===== src/pkg/dmr_map.vh =====
`ifndef DMR_MAP_VH
`define DMR_MAP_VH
// Control-A fields
`define DMR_LEN_HI 15
`define DMR_LEN_LO 0
`define DMR_SWID_HI 25
`define DMR_SWID_LO 24
`define DMR_DWID_HI 29
`define DMR_DWID_LO 28
`define DMR_DONE 31
// Control-B fields
`define DMR_SLAY_HI 1
`define DMR_SLAY_LO 0
`define DMR_DLAY_HI 5
`define DMR_DLAY_LO 4
`define DMR_FC_HI 23
`define DMR_FC_LO 21
`define DMR_SSTEP_HI 25
`define DMR_SSTEP_LO 24
`define DMR_DSTEP_HI 29
`define DMR_DSTEP_LO 28
`define DMR_AUTO 31
// Config fields
`define DMR_SPER_HI 3
`define DMR_SPER_LO 0
`define DMR_DPER_HI 7
`define DMR_DPER_LO 4
`define DMR_SREP 8
`define DMR_SHS 9
`define DMR_DREP 12
`define DMR_DHS 13
// Descriptor pointer layer bits
`define DMR_DLYR_HI 1
`define DMR_DLYR_LO 0
// Last descriptor word index and control-A word index
`define DMR_DESC_LAST 3'h4
`define DMR_DESC_CTLA 3'h3
// Address steps and flow control
`define DMR_STEP_INC 2'h0
`define DMR_STEP_DEC 2'h1
`define DMR_FC_M2P 3'h1
`define DMR_FC_P2M 3'h2
`define DMR_FC_P2P 3'h3
// Bus operation kinds
`define DMR_OP_FETCH 2'h0
`define DMR_OP_RD 2'h1
`define DMR_OP_WR 2'h2
`define DMR_OP_WB 2'h3
`endif


===== src/core/dmr_chain.v =====
// Function
// - Status read clears pending interrupt flags
// - Handshake select: 1 hardware, 0 software
// - Hardware handshake uses selected peripheral lines
// - Start needs enable write and global enable
// - Acknowledge each transaction until buffer done
// - Dual reload restores addresses, control-A; irq
// - End of chain: complete irq, disable channel
// - Unmasked buffer irq stalls until resume write
// - Masked irq continues; software clears auto
// - List mode ignores descriptor source address
// - Fetch five descriptor words from pointer
// - Write back control-A only, same place
// - Written control-A has length and done
// - List mode restores source, irq, evaluates end
// - Control fields select type, width, layer, step
`timescale 1ns/1ps
`default_nettype none
`include "dmr_map.vh"

module dmr_fifo #(
  parameter WIDTH = 32,
  parameter DEPTH = 8,
  parameter AW = 3
) (
  input wire clk,
  input wire reset_n,
  input wire inValid,
  output wire inReady,
  input wire [WIDTH-1:0] inData,
  output wire outValid,
  input wire outReady,
  output wire [WIDTH-1:0] outData
);
  reg [WIDTH-1:0] mem [0:DEPTH-1];
  reg [AW-1:0] wrPtr_q;
  reg [AW-1:0] rdPtr_q;
  reg [AW:0] count_q;
  wire doPush = inValid && inReady;
  wire doPop = outValid && outReady;
  assign inReady = (count_q != DEPTH);
  assign outValid = (count_q != 0);
  assign outData = mem[rdPtr_q];
  always @(posedge clk) begin
    if (doPush) begin
      mem[wrPtr_q] <= inData;
    end
  end
  always @(posedge clk or negedge reset_n) begin
    if (!reset_n) begin
      wrPtr_q <= {AW{1'b0}};
      rdPtr_q <= {AW{1'b0}};
      count_q <= {(AW+1){1'b0}};
    end else begin
      if (doPush) begin
        wrPtr_q <= wrPtr_q + 1'b1;
      end
      if (doPop) begin
        rdPtr_q <= rdPtr_q + 1'b1;
      end
      if (doPush && !doPop) begin
        count_q <= count_q + 1'b1;
      end else if (doPop && !doPush) begin
        count_q <= count_q - 1'b1;
      end
    end
  end
endmodule // dmr_fifo

module dmr_chain (
  input wire clk,
  input wire reset_n,
  input wire globalEnable,
  input wire chanEnableWrite,
  input wire resumeChannel,
  input wire irqStatusRead,
  input wire irqUnmasked,
  input wire [31:0] chanSrcAddress,
  input wire [31:0] chanDstAddress,
  input wire [31:0] chanControlA,
  input wire [31:0] chanControlB,
  input wire [31:0] chanDescriptorPointer,
  input wire [31:0] chanConfig,
  input wire [15:0] perSrcReq,
  input wire [15:0] perDstReq,
  input wire swSrcReq,
  input wire swDstReq,
  output reg [15:0] perSrcAck_q,
  output reg [15:0] perDstAck_q,
  output reg swSrcAck_q,
  output reg swDstAck_q,
  output reg memReq_q,
  output reg memWrite_q,
  output reg [31:0] memAddr_q,
  output reg [31:0] memWdata_q,
  output reg [1:0] memLayer_q,
  input wire memAck,
  input wire [31:0] memRdata,
  output reg channelEnabled_q,
  output reg channelPaused_q,
  output reg bufferCompleteIrq_q,
  output reg transferCompleteIrq_q,
  output reg [31:0] curSrcAddr_q,
  output reg [31:0] curDstAddr_q,
  output reg [31:0] curControlA_q,
  output reg [31:0] curDescPtr_q
);
  localparam [2:0] ST_IDLE = 3'h0;
  localparam [2:0] ST_FETCH = 3'h1;
  localparam [2:0] ST_START = 3'h2;
  localparam [2:0] ST_MOVE = 3'h3;
  localparam [2:0] ST_WBACK = 3'h4;
  localparam [2:0] ST_DONE = 3'h5;
  localparam [2:0] ST_PAUSE = 3'h6;

  reg [2:0] state_q;
  reg listMode_q;
  reg [31:0] srcInit_q;
  reg [31:0] dstInit_q;
  reg [31:0] ctlAInit_q;
  reg [31:0] ctlB_q;
  reg [31:0] descAddr_q;
  reg [2:0] fetchIdx_q;
  reg [15:0] rdLeft_q;
  reg [15:0] wrLeft_q;
  reg [15:0] moved_q;
  reg [1:0] opKind_q;
  reg [1:0] descLayer_q;
  reg [15:0] srcS1_q, srcS2_q, srcS3_q, srcF_q;
  reg [15:0] dstS1_q, dstS2_q, dstS3_q, dstF_q;

  // Three-stage pin synchronisers; a change counts once stages 2 and 3 agree
  always @(posedge clk or negedge reset_n) begin
    if (!reset_n) begin
      srcS1_q <= 16'h0000;
      srcS2_q <= 16'h0000;
      srcS3_q <= 16'h0000;
      srcF_q <= 16'h0000;
      dstS1_q <= 16'h0000;
      dstS2_q <= 16'h0000;
      dstS3_q <= 16'h0000;
      dstF_q <= 16'h0000;
    end else begin
      srcS1_q <= perSrcReq;
      srcS2_q <= srcS1_q;
      srcS3_q <= srcS2_q;
      srcF_q <= (srcS2_q & srcS3_q) | (srcF_q & (srcS2_q | srcS3_q));
      dstS1_q <= perDstReq;
      dstS2_q <= dstS1_q;
      dstS3_q <= dstS2_q;
      dstF_q <= (dstS2_q & dstS3_q) | (dstF_q & (dstS2_q | dstS3_q));
    end
  end

  wire [2:0] fc = ctlB_q[`DMR_FC_HI:`DMR_FC_LO];
  wire srcIsPer = (fc == `DMR_FC_P2M) || (fc == `DMR_FC_P2P);
  wire dstIsPer = (fc == `DMR_FC_M2P) || (fc == `DMR_FC_P2P);
  wire srcHw = chanConfig[`DMR_SHS];
  wire dstHw = chanConfig[`DMR_DHS];
  wire [3:0] srcId = chanConfig[`DMR_SPER_HI:`DMR_SPER_LO];
  wire [3:0] dstId = chanConfig[`DMR_DPER_HI:`DMR_DPER_LO];
  wire srcReady = !srcIsPer || (srcHw ? srcF_q[srcId] : swSrcReq);
  wire dstReady = !dstIsPer || (dstHw ? dstF_q[dstId] : swDstReq);

  wire fifoInReady;
  wire fifoOutValid;
  wire [31:0] fifoOutData;
  wire opDone = memReq_q && memAck;
  wire pushWord = opDone && (opKind_q == `DMR_OP_RD);
  wire canIssue = (state_q == ST_MOVE) && !memReq_q;
  wire issueRd = canIssue && (rdLeft_q != 16'h0000) && fifoInReady && srcReady;
  wire issueWr = canIssue && !issueRd && fifoOutValid && dstReady;

  dmr_fifo #(.WIDTH(32), .DEPTH(8), .AW(3)) dataFifo (
    .clk(clk),
    .reset_n(reset_n),
    .inValid(pushWord),
    .inReady(fifoInReady),
    .inData(memRdata),
    .outValid(fifoOutValid),
    .outReady(issueWr),
    .outData(fifoOutData)
  );

  // Address step from width and step fields
  function [31:0] stepAddr;
    input [31:0] addr;
    input [1:0] mode;
    input [1:0] width;
    reg [31:0] size;
    begin
      size = 32'h0000_0001 << width;
      if (mode == `DMR_STEP_INC) begin
        stepAddr = addr + size;
      end else if (mode == `DMR_STEP_DEC) begin
        stepAddr = addr - size;
      end else begin
        stepAddr = addr;
      end
    end
  endfunction

  wire endOfChain = listMode_q ? (curDescPtr_q[31:2] == 30'h0)
                               : !chanControlB[`DMR_AUTO];
  wire [31:0] fetchAddr = descAddr_q + {27'h0, fetchIdx_q, 2'h0};
  wire [31:0] wbAddr = descAddr_q + {27'h0, `DMR_DESC_CTLA, 2'h0};

  always @(posedge clk or negedge reset_n) begin
    if (!reset_n) begin
      state_q <= ST_IDLE;
      listMode_q <= 1'b0;
      srcInit_q <= 32'h0;
      dstInit_q <= 32'h0;
      ctlAInit_q <= 32'h0;
      ctlB_q <= 32'h0;
      descAddr_q <= 32'h0;
      fetchIdx_q <= 3'h0;
      rdLeft_q <= 16'h0;
      wrLeft_q <= 16'h0;
      moved_q <= 16'h0;
      opKind_q <= `DMR_OP_FETCH;
      descLayer_q <= 2'h0;
      perSrcAck_q <= 16'h0;
      perDstAck_q <= 16'h0;
      swSrcAck_q <= 1'b0;
      swDstAck_q <= 1'b0;
      memReq_q <= 1'b0;
      memWrite_q <= 1'b0;
      memAddr_q <= 32'h0;
      memWdata_q <= 32'h0;
      memLayer_q <= 2'h0;
      channelEnabled_q <= 1'b0;
      channelPaused_q <= 1'b0;
      bufferCompleteIrq_q <= 1'b0;
      transferCompleteIrq_q <= 1'b0;
      curSrcAddr_q <= 32'h0;
      curDstAddr_q <= 32'h0;
      curControlA_q <= 32'h0;
      curDescPtr_q <= 32'h0;
    end else begin
      perSrcAck_q <= 16'h0;
      perDstAck_q <= 16'h0;
      swSrcAck_q <= 1'b0;
      swDstAck_q <= 1'b0;
      if (irqStatusRead) begin
        bufferCompleteIrq_q <= 1'b0;
        transferCompleteIrq_q <= 1'b0;
      end
      if (opDone) begin
        memReq_q <= 1'b0;
      end
      if (!listMode_q) begin
        ctlB_q <= chanControlB;
      end
      case (state_q)
        ST_IDLE: begin
          if (chanEnableWrite && globalEnable) begin
            channelEnabled_q <= 1'b1;
            srcInit_q <= chanSrcAddress;
            dstInit_q <= chanDstAddress;
            ctlAInit_q <= chanControlA;
            ctlB_q <= chanControlB;
            curSrcAddr_q <= chanSrcAddress;
            curDstAddr_q <= chanDstAddress;
            curControlA_q <= chanControlA;
            curDescPtr_q <= chanDescriptorPointer;
            listMode_q <= (chanDescriptorPointer[31:2] != 30'h0);
            if (chanDescriptorPointer[31:2] != 30'h0) begin
              descAddr_q <= {chanDescriptorPointer[31:2], 2'h0};
              descLayer_q <= chanDescriptorPointer[`DMR_DLYR_HI:`DMR_DLYR_LO];
              fetchIdx_q <= 3'h0;
              state_q <= ST_FETCH;
            end else begin
              state_q <= ST_START;
            end
          end
        end
        ST_FETCH: begin
          if (!memReq_q && !opDone) begin
            memReq_q <= 1'b1;
            memWrite_q <= 1'b0;
            memAddr_q <= fetchAddr;
            memLayer_q <= descLayer_q;
            opKind_q <= `DMR_OP_FETCH;
          end
          if (opDone) begin
            case (fetchIdx_q)
              3'h0: curSrcAddr_q <= curSrcAddr_q;
              3'h1: curDstAddr_q <= memRdata;
              3'h2: curDescPtr_q <= memRdata;
              3'h3: curControlA_q <= memRdata;
              default: ctlB_q <= memRdata;
            endcase
            fetchIdx_q <= fetchIdx_q + 3'h1;
            if (fetchIdx_q == `DMR_DESC_LAST) begin
              state_q <= ST_START;
            end
          end
        end
        ST_START: begin
          rdLeft_q <= curControlA_q[`DMR_LEN_HI:`DMR_LEN_LO];
          wrLeft_q <= curControlA_q[`DMR_LEN_HI:`DMR_LEN_LO];
          moved_q <= 16'h0;
          state_q <= ST_MOVE;
        end
        ST_MOVE: begin
          if (issueRd) begin
            memReq_q <= 1'b1;
            memWrite_q <= 1'b0;
            memAddr_q <= curSrcAddr_q;
            memLayer_q <= ctlB_q[`DMR_SLAY_HI:`DMR_SLAY_LO];
            opKind_q <= `DMR_OP_RD;
            rdLeft_q <= rdLeft_q - 16'h1;
          end else if (issueWr) begin
            memReq_q <= 1'b1;
            memWrite_q <= 1'b1;
            memAddr_q <= curDstAddr_q;
            memWdata_q <= fifoOutData;
            memLayer_q <= ctlB_q[`DMR_DLAY_HI:`DMR_DLAY_LO];
            opKind_q <= `DMR_OP_WR;
          end
          if (opDone && opKind_q == `DMR_OP_RD) begin
            curSrcAddr_q <= stepAddr(curSrcAddr_q,
              ctlB_q[`DMR_SSTEP_HI:`DMR_SSTEP_LO],
              curControlA_q[`DMR_SWID_HI:`DMR_SWID_LO]);
            if (srcIsPer && srcHw) begin
              perSrcAck_q[srcId] <= 1'b1;
            end
            swSrcAck_q <= srcIsPer && !srcHw;
          end
          if (opDone && opKind_q == `DMR_OP_WR) begin
            curDstAddr_q <= stepAddr(curDstAddr_q,
              ctlB_q[`DMR_DSTEP_HI:`DMR_DSTEP_LO],
              curControlA_q[`DMR_DWID_HI:`DMR_DWID_LO]);
            if (dstIsPer && dstHw) begin
              perDstAck_q[dstId] <= 1'b1;
            end
            swDstAck_q <= dstIsPer && !dstHw;
            wrLeft_q <= wrLeft_q - 16'h1;
            moved_q <= moved_q + 16'h1;
          end
          if (!memReq_q && wrLeft_q == 16'h0) begin
            curControlA_q[`DMR_LEN_HI:`DMR_LEN_LO] <= moved_q;
            curControlA_q[`DMR_DONE] <= 1'b1;
            state_q <= listMode_q ? ST_WBACK : ST_DONE;
          end
        end
        ST_WBACK: begin
          if (!memReq_q && !opDone) begin
            memReq_q <= 1'b1;
            memWrite_q <= 1'b1;
            memAddr_q <= wbAddr;
            memWdata_q <= curControlA_q;
            memLayer_q <= descLayer_q;
            opKind_q <= `DMR_OP_WB;
          end
          if (opDone) begin
            state_q <= ST_DONE;
          end
        end
        ST_DONE: begin
          bufferCompleteIrq_q <= 1'b1;
          if (listMode_q || chanConfig[`DMR_SREP]) begin
            curSrcAddr_q <= srcInit_q;
          end
          if (!listMode_q && chanConfig[`DMR_DREP]) begin
            curDstAddr_q <= dstInit_q;
          end
          if (!listMode_q) begin
            curControlA_q <= ctlAInit_q;
          end
          if (endOfChain) begin
            transferCompleteIrq_q <= 1'b1;
            channelEnabled_q <= 1'b0;
            state_q <= ST_IDLE;
          end else if (irqUnmasked) begin
            channelPaused_q <= 1'b1;
            state_q <= ST_PAUSE;
          end else begin
            descAddr_q <= {curDescPtr_q[31:2], 2'h0};
            descLayer_q <= curDescPtr_q[`DMR_DLYR_HI:`DMR_DLYR_LO];
            fetchIdx_q <= 3'h0;
            state_q <= listMode_q ? ST_FETCH : ST_START;
          end
        end
        ST_PAUSE: begin
          if (resumeChannel) begin
            channelPaused_q <= 1'b0;
            descAddr_q <= {curDescPtr_q[31:2], 2'h0};
            descLayer_q <= curDescPtr_q[`DMR_DLYR_HI:`DMR_DLYR_LO];
            fetchIdx_q <= 3'h0;
            state_q <= listMode_q ? ST_FETCH : ST_START;
          end
        end
        default: begin
          state_q <= ST_IDLE;
        end
      endcase
    end
  end
endmodule // dmr_chain
`default_nettype wire


===== config.mk =====
export PLATFORM = sky130hd
export DESIGN_NAME = dmr_chain
export DESIGN_NICKNAME = d
export VERILOG_FILES = /design/src/core/dmr_chain.v
export VERILOG_INCLUDE_DIRS = /design/src /design/src/pkg
export SDC_FILE = /design/constraint.sdc
export NUM_CORES = 2
export LEC_CHECK = 0
export BUFFER_PORTS_ARGS = -buffer_cell sky130_fd_sc_hd__buf_2
export CAP_MARGIN = 10
export CORE_UTILIZATION = 41
export DETAILED_ROUTE_END_ITERATION = 6
export GPL_TIMING_DRIVEN = 1
export REMOVE_ABC_BUFFERS = 1
export SYNTH_ARGS = -nofsm -noshare
export SYNTH_HDL_FRONTEND = slang
export SYNTH_SLANG_ARGS = --single-unit

===== constraint.sdc =====
create_clock -name clk -period 7.4 [get_ports clk]
set_input_delay 1.48 -clock clk [delete_from_list [all_inputs] [get_ports clk]]
set_output_delay 1.48 -clock clk [all_outputs]
set_load 0.1 [all_outputs]

* Word-level counts from Yosys, hierarchy flattened
Memories as Yosys holds them, arrays and structs flattened.
Cells that the tools add are included.
** Storage, ports and cells
- Bits in registers :: 591
- Memory bits (writable) :: 256
- Input bits :: 266
- Output and inout port bits :: 234
- Word-level logic and storage cells :: 332
- Memories :: 1
** Cells by class
- Add/subtract/negate cells :: 14
- Order comparisons :: 4
- Equal/unequal tests :: 46
- Shift-type cells :: 2
- Mux-type cells :: 134
- Bitwise gates (word level) :: 8
- Reduce and logical (&&, ||, !) cells :: 81
** Memory list
- dataFifo.mem :: words 8, width 32, read ports 1, clocked after Yosys merged registers in 0, write ports 1, RTL line dmr_chain.v:35 : reg [WIDTH-1:0] mem [0:DEPTH-1];
** Operator list (count)
- 32-bit 2-to-1 mux :: 35
- 32-bit one-hot mux with 3 select lines :: 3
- 32-bit one-hot mux with 2 select lines :: 3
- 16-bit 2-to-1 mux :: 10
- 32-bit one-hot mux with 4 select lines :: 1
- 16-bit one-hot mux with 2 select lines :: 3
- 32-bit adder :: 2
- 16-bit AND :: 4
- 16-bit bitwise OR :: 4
- 16-bit one-hot mux with 4 select lines :: 1
- 1-bit by 2-bit left shift with 32-bit output, first input constant :: 2
- 32-bit subtractor :: 2
- 15-bit one-hot mux with 3 select lines :: 1
- 3-bit 2-to-1 mux :: 14
- 2-bit inequality test, second input constant :: 17
- 1-bit 2-to-1 mux :: 33
- 32-bit by 4-bit adder with 32-bit output, second input constant :: 1
- 32-bit by 5-bit adder with 32-bit output :: 1
- 16-bit by 1-bit subtractor with 16-bit output, second input constant :: 2
- 30-bit zero test :: 1
- 30-bit nonzero test :: 1
- 2-bit 2-to-1 mux :: 14
- 1-bit logical AND :: 24
- 3-bit one-hot mux with 7 select lines :: 1
- 41 further kinds :: 109

* Logic depth before layout (Yosys ltp)
- Depth after elaboration :: 13
- Mapped depth :: 21
- Gate-level depth less buffers :: 16

* Modules after synthesis
Synthesis repeated with hierarchy kept, for this count alone.
** Second synthesis, totals
- Cell total of the unflattened synthesis :: 3585
- Area total of the unflattened synthesis :: 40059.7 µm²
** Modules (own cells, without submodules)
- dmr_chain :: times used 1, cells each 3153, area an instance 29728.5 µm², sequential area each 13938.4 µm²
- dmr_fifo :: times used 1, cells each 432, area an instance 10331.2 µm², sequential area each 7937.6 µm²

* Least setup slack after synthesis
OpenSTA, ideal clock, no wires.
- Path type :: input-to-reg
- Start point :: in memAck
- End point :: mem dataFifo.mem[0][0] (enable)
- Setup time :: 501 ps
- Arrival :: 5009 ps
- Data required time :: 6899 ps
- Slack :: 1890 ps
- Stages :: 4
- Path buffers :: 1
- Path through :: nand4_1 nand2b_1 clkbuf_1 nor4_1
** On the way
- Longest elaborated chain between the ends :: 5
** RTL lines
- start: declaration :: RTL line dmr_chain.v:97 : input wire memAck,
- 1-bit logical AND :: RTL line dmr_chain.v:168 : wire opDone = memReq_q && memAck;
- 1-bit logical AND :: RTL line dmr_chain.v:169 : wire pushWord = opDone && (opKind_q == `DMR_OP_RD);
- 1-bit logical AND :: RTL line dmr_chain.v:39 : wire doPush = inValid && inReady;
- 1-bit 2-to-1 mux :: RTL line dmr_chain.v:45 : if (doPush) begin
- 1-bit 2-to-1 mux (implied by the code) :: RTL line dmr_chain.v:46 : mem[wrPtr_q] <= inData;
- end: declaration :: RTL line dmr_chain.v:35
No other way between the ends.

* Worst setup path after layout
- Start point :: reg curControlA_q[24]
- End point :: reg curSrcAddr_q[24]
** On the way
- Longest elaborated chain between the ends :: 6
- Elaborated cells on any way between the ends :: 7
- Those cells by class :: add/sub: 2; shift: 1; mux: 4
** RTL lines
- start: declaration :: RTL line dmr_chain.v:105 : output reg [31:0] curControlA_q,
- start signal: assignment :: RTL line dmr_chain.v:265 : curControlA_q <= chanControlA;
- start signal: assignment :: RTL line dmr_chain.v:291 : 3'h3: curControlA_q <= memRdata;
- start signal: indexed assignment :: RTL line dmr_chain.v:343 : curControlA_q[`DMR_LEN_HI:`DMR_LEN_LO] <= moved_q;
- 1-bit by 2-bit left shift with 32-bit output (*) :: RTL line dmr_chain.v:192 : size = 32'h0000_0001 << width;
- 32-bit subtractor :: RTL line dmr_chain.v:196 : stepAddr = addr - size;
- 32-bit 2-to-1 mux :: RTL line dmr_chain.v:195 : end else if (mode == `DMR_STEP_DEC) begin
- 32-bit 2-to-1 mux (*) :: RTL line dmr_chain.v:193 : if (mode == `DMR_STEP_INC) begin
- 32-bit 2-to-1 mux (*) :: RTL line dmr_chain.v:322 : if (opDone && opKind_q == `DMR_OP_RD) begin
- 32-bit one-hot mux with 3 select lines (*) :: RTL line dmr_chain.v:255 : case (state_q)
- end signal: assignment :: RTL line dmr_chain.v:263 : curSrcAddr_q <= chanSrcAddress;
- end signal: assignment :: RTL line dmr_chain.v:288 : 3'h0: curSrcAddr_q <= curSrcAddr_q;
- end signal: assignment :: RTL line dmr_chain.v:323 : curSrcAddr_q <= stepAddr(curSrcAddr_q,
- end: declaration :: RTL line dmr_chain.v:103 : output reg [31:0] curSrcAddr_q,
Mark *: on every way between the ends. The rest lies on a longest branch, timed or not. The select of a mux whose other input is x is not followed.
A chain may end at the register's enable or synchronous reset.

==> results.md <==
Outcome:
- The flow ran to the end, and the final reports show no timing, DRC or antenna violations.

Global routing:
- Entering global routing, the biggest net connects around 140 pins.
- The global router's overall resource usage is 27.45%.
- The first-pass GRT wire length is 200,300 um.
- The initial antenna violation count is 38.
- The via count of the first global-routing pass is between 20,000 and 30,000.
- The global route total overflow is 0.

Setup path:
- The largest fanout on the critical path is 7.
- The required time at the endpoint of the critical path is 7.95 ns.
- At the worst endpoint, the arrival time is around 5.6 ns.
- STA classifies the critical path startpoint as a register.
- The setup path with the least slack is of type reg -> reg.
- The endpoint type of the worst setup path is a register.

Timing:
- The number of failing hold endpoints at the final stage is 0.
- The final number of max-transition violations is 0.
- Setup repair after global routing left no endpoint under its margin.
- The transition time of the tightest slew-check pin is 1.066 ns.
- Setup violations remaining at the end of the flow were counted as 0.
- On the final layout, the worst hold slack is between 0.3 and 0.4 ns.
- The peak clock frequency supported by timing is around 200 MHz.
- Counting I/O delays and the setup requirement, the final critical path takes 5.034 ns.
- The worst pin sits at a relative slew slack of 28.97%.
- The setup skew after layout is 0.04658 ns.
- The share of the cycle needed by the critical path after routing is 68.02%.

Clock network:
- The H-tree generated during clock tree synthesis spans 3 levels.
- The TritonCTS buffer count is 92.
- For the worst-skew pair, the clock arrives at the later sink with an insertion delay of ~0.71 ns.
- The clock transition at the registers of the reported paths is 0.06 ns.
- The CTS tree is built.
- The maximum clock path buffer count is 3.
- The TritonCTS sink count is 823.
- Post-CTS repair changed the size of 0 cells.
- Clock tree synthesis selected as its root buffer the cell sky130_fd_sc_hd__clkbuf_16.
- After clock tree synthesis, the flow added hold-fix buffers numbering 0.
- Once the clock tree was built, the setup fixing pass inserted 0 buffers.

Drt:
- The number of vias per cell is 5.785.
- After detailed routing, the total wire length is 135,700 um.
- The first-pass iteration count of the detailed router is 7.
- In the final routed layout, each cell accounts on average for 24.87 um.
- The remaining antenna violation count is 0.
- The detailed router's first-iteration violation count is 3,018.
- The number of vias in the routed layout is about 32,000.
- After detailed routing, the number of remaining DRC violations is 0.

Cells and area:
- From synthesis to final layout, the design area changed by 17.39%.
- The fill cell total of the finished layout is roughly 8,800.
- The fraction of layout cells with a size suffix above 1 is 20.42%.
- The post-layout net count is 4,421.

Floorplanning:
- The die covers 97,880 um2.
- The initial cell density of the core is 41.58%.
- The total area inside the core boundary comes to 95,290 um2.
- The die is 312.9 um tall.
- The count of standard-cell rows is 113.
- The die is 312.9 um wide.
- The total I/O pin count is 500.

Yosys:
- After synthesis, the most frequently instantiated cells are sky130_fd_sc_hd__dfrtp_1 (567), sky130_fd_sc_hd__nand2_1 (527), sky130_fd_sc_hd__nor2_1 (370).
- Of all flip-flops after synthesis, the portion carrying an async set or reset was 68.89%.
- The share of the synthesized area in the top cell type is 35.81%.
- Yosys instantiated no cell more often than sky130_fd_sc_hd__dfrtp_1.
- Sequential elements use 55.22% of the synthesized area.
- The post-synthesis cell type with the largest combined area is sky130_fd_sc_hd__dfrtp_1.
- The area of the mapped netlist is 39,620 um2.
- The count of mapped cells out of synthesis is between 3,000 and 4,000.
- Yosys attributes the largest share of cell area to sky130_fd_sc_hd__dfrtp_1 (36%), sky130_fd_sc_hd__edfxtp_1 (19%), sky130_fd_sc_hd__nand2_1 (5.0%).
- The post-synthesis sequential element count is 823.
- The most instantiated flip-flop cell in the synthesis netlist is sky130_fd_sc_hd__dfrtp_1.
- The number of library cell types mapped by synthesis is 82.
- Counting flops with a built-in enable in the synthesized netlist gives 256.
- During synthesis, Yosys emitted a total of 0 warnings.
- In this run the mean area of a mapped cell was 10.61 um2.

Worst hold path:
- The min-delay analysis places its worst path in the category reg -> reg.

Placement:
- The count of buffers added on input and output ports is ~460.
- The final weighted congestion in routability-driven placement is 0.9255.
- The detailed placer's ending HPWL is ~94,000 um.

Job:
- The number of max-cap violations is 0.
-- routing by layer --
metal,vias up,wire [um],global-route usage (%)
met5,-,188,0
met1,15700,57410,38.08
met2,1304,61710,42.29
met3,227,12580,7.212
li1,14290,-,-
met4,30,3786,8.027
-- metrics by stage --
step                      setup TNS (ns)  instances  worst slack, ns  cell area (um2)  util (%)
after floorplan                  -543.39       3475           -4.297            38630         -
after global placement                 0       5266            2.014            43250     45.39
after detailed placement               0       5266            1.936            43250     45.39
after CTS                              0       5440            2.429            46420     48.71
after global routing                   0       5453            2.136            46500     48.80
final                                  0       5455            2.366            46510     48.81
-- critical path, cell delays in order (launching register included) --
cell and delay, ns:
sky130_fd_sc_hd__dfrtp_1 0.70, sky130_fd_sc_hd__nand2_1 0.20, sky130_fd_sc_hd__ha_1 0.24, sky130_fd_sc_hd__nor2_1 0.70
sky130_fd_sc_hd__ha_1 0.45, sky130_fd_sc_hd__nand2_1 0.18, sky130_fd_sc_hd__nor3_1 0.06, sky130_fd_sc_hd__o2bb2a_1 0.31
sky130_fd_sc_hd__a311oi_1 0.53, sky130_fd_sc_hd__o311ai_1 0.25, sky130_fd_sc_hd__a41oi_1 0.54, sky130_fd_sc_hd__o31ai_1 0.16
sky130_fd_sc_hd__and3_1 0.19, sky130_fd_sc_hd__or3_1 0.36
-- placed cells by master, fill, tap and decap left out, types with 23 or more instances in the layout --
| cell type | count |
|---|---|
| sky130_fd_sc_hd__a211oi_1 | 23 |
| sky130_fd_sc_hd__a21oi_1 | 284 |
| sky130_fd_sc_hd__a221oi_1 | 57 |
| sky130_fd_sc_hd__a31oi_1 | 31 |
| sky130_fd_sc_hd__buf_2 | 458 |
| sky130_fd_sc_hd__buf_4 | 64 |
| sky130_fd_sc_hd__clkbuf_16 | 92 |
| sky130_fd_sc_hd__dfrtp_1 | 562 |
| sky130_fd_sc_hd__edfxtp_1 | 256 |
| sky130_fd_sc_hd__ha_1 | 54 |
| sky130_fd_sc_hd__inv_1 | 78 |
| sky130_fd_sc_hd__maj3_1 | 47 |
| sky130_fd_sc_hd__mux2_2 | 46 |
| sky130_fd_sc_hd__mux2i_1 | 126 |
| sky130_fd_sc_hd__mux4_2 | 74 |
| sky130_fd_sc_hd__nand2_1 | 524 |
| sky130_fd_sc_hd__nand3_1 | 52 |
| sky130_fd_sc_hd__nor2_1 | 359 |
| sky130_fd_sc_hd__nor3_1 | 59 |
| sky130_fd_sc_hd__nor4_1 | 30 |
| sky130_fd_sc_hd__o211ai_1 | 24 |
| sky130_fd_sc_hd__o21ai_0 | 256 |
| sky130_fd_sc_hd__o22ai_1 | 48 |
| sky130_fd_sc_hd__or3_1 | 27 |
| sky130_fd_sc_hd__xnor2_1 | 61 |
| sky130_fd_sc_hd__xor2_1 | 36 |
-- registers in the layout, summed over array words and instances, names as in the netlist, 30 cells and up --
register	flops
dataFifo.mem	256
ctlAInit_q	32
curControlA_q	32
curDescPtr_q	32
curDstAddr_q	32
curSrcAddr_q	32
dstInit_q	32
memAddr_q	32
memWdata_q	32
srcInit_q	32
descAddr_q	30
-- path summary, 6_finish.rpt --
check                             startpoint               end  slack [ns]  cells after the start
max                        curControlA_q[24]  curSrcAddr_q[24]        2.37                     13
min                               srcS1_q[4]        srcS2_q[4]        0.35                      0
max reg2reg                curControlA_q[24]  curSrcAddr_q[24]        2.37                     13
min reg2reg                       srcS1_q[4]        srcS2_q[4]        0.35                      0
max in group asynchronous            reset_n     srcInit_q[24]        4.94                      2
min in group asynchronous            reset_n        srcS3_q[8]        0.88                      1
-- final cells by class --
cell class | instances | area (um2) | share of cell area, %
clock inverters | 49 | 574.3 | 1.235
well taps | 1265 | 1583 | 3.403
diodes | 13 | 32.53 | 0.06995
clock buffers | 125 | 2596 | 5.582
repair buffers | 528 | 2903 | 6.241
flip-flops and latches | 823 | 21890 | 47.06
inverters | 82 | 307.8 | 0.6618
multi-input cells | 2570 | 16620 | 35.75
-- cell families after synthesis --
group / count (synthesis) / share of synthesized area (%)
AND/OR/NAND/NOR: 1197 / 13.07
buffers and inverters: 340 / 3.272
adder cells (fa/ha/maj): 105 / 3.095
AO/OA/AOI/OAI: 925 / 14.50
flip-flops: 823 / 55.22
XOR/XNOR: 97 / 2.144
multiplexers: 246 / 8.697
Power is left out: the tool's default activity adds up to more than one toggle a clock period on the data nets, which glitch-free logic cannot reach.
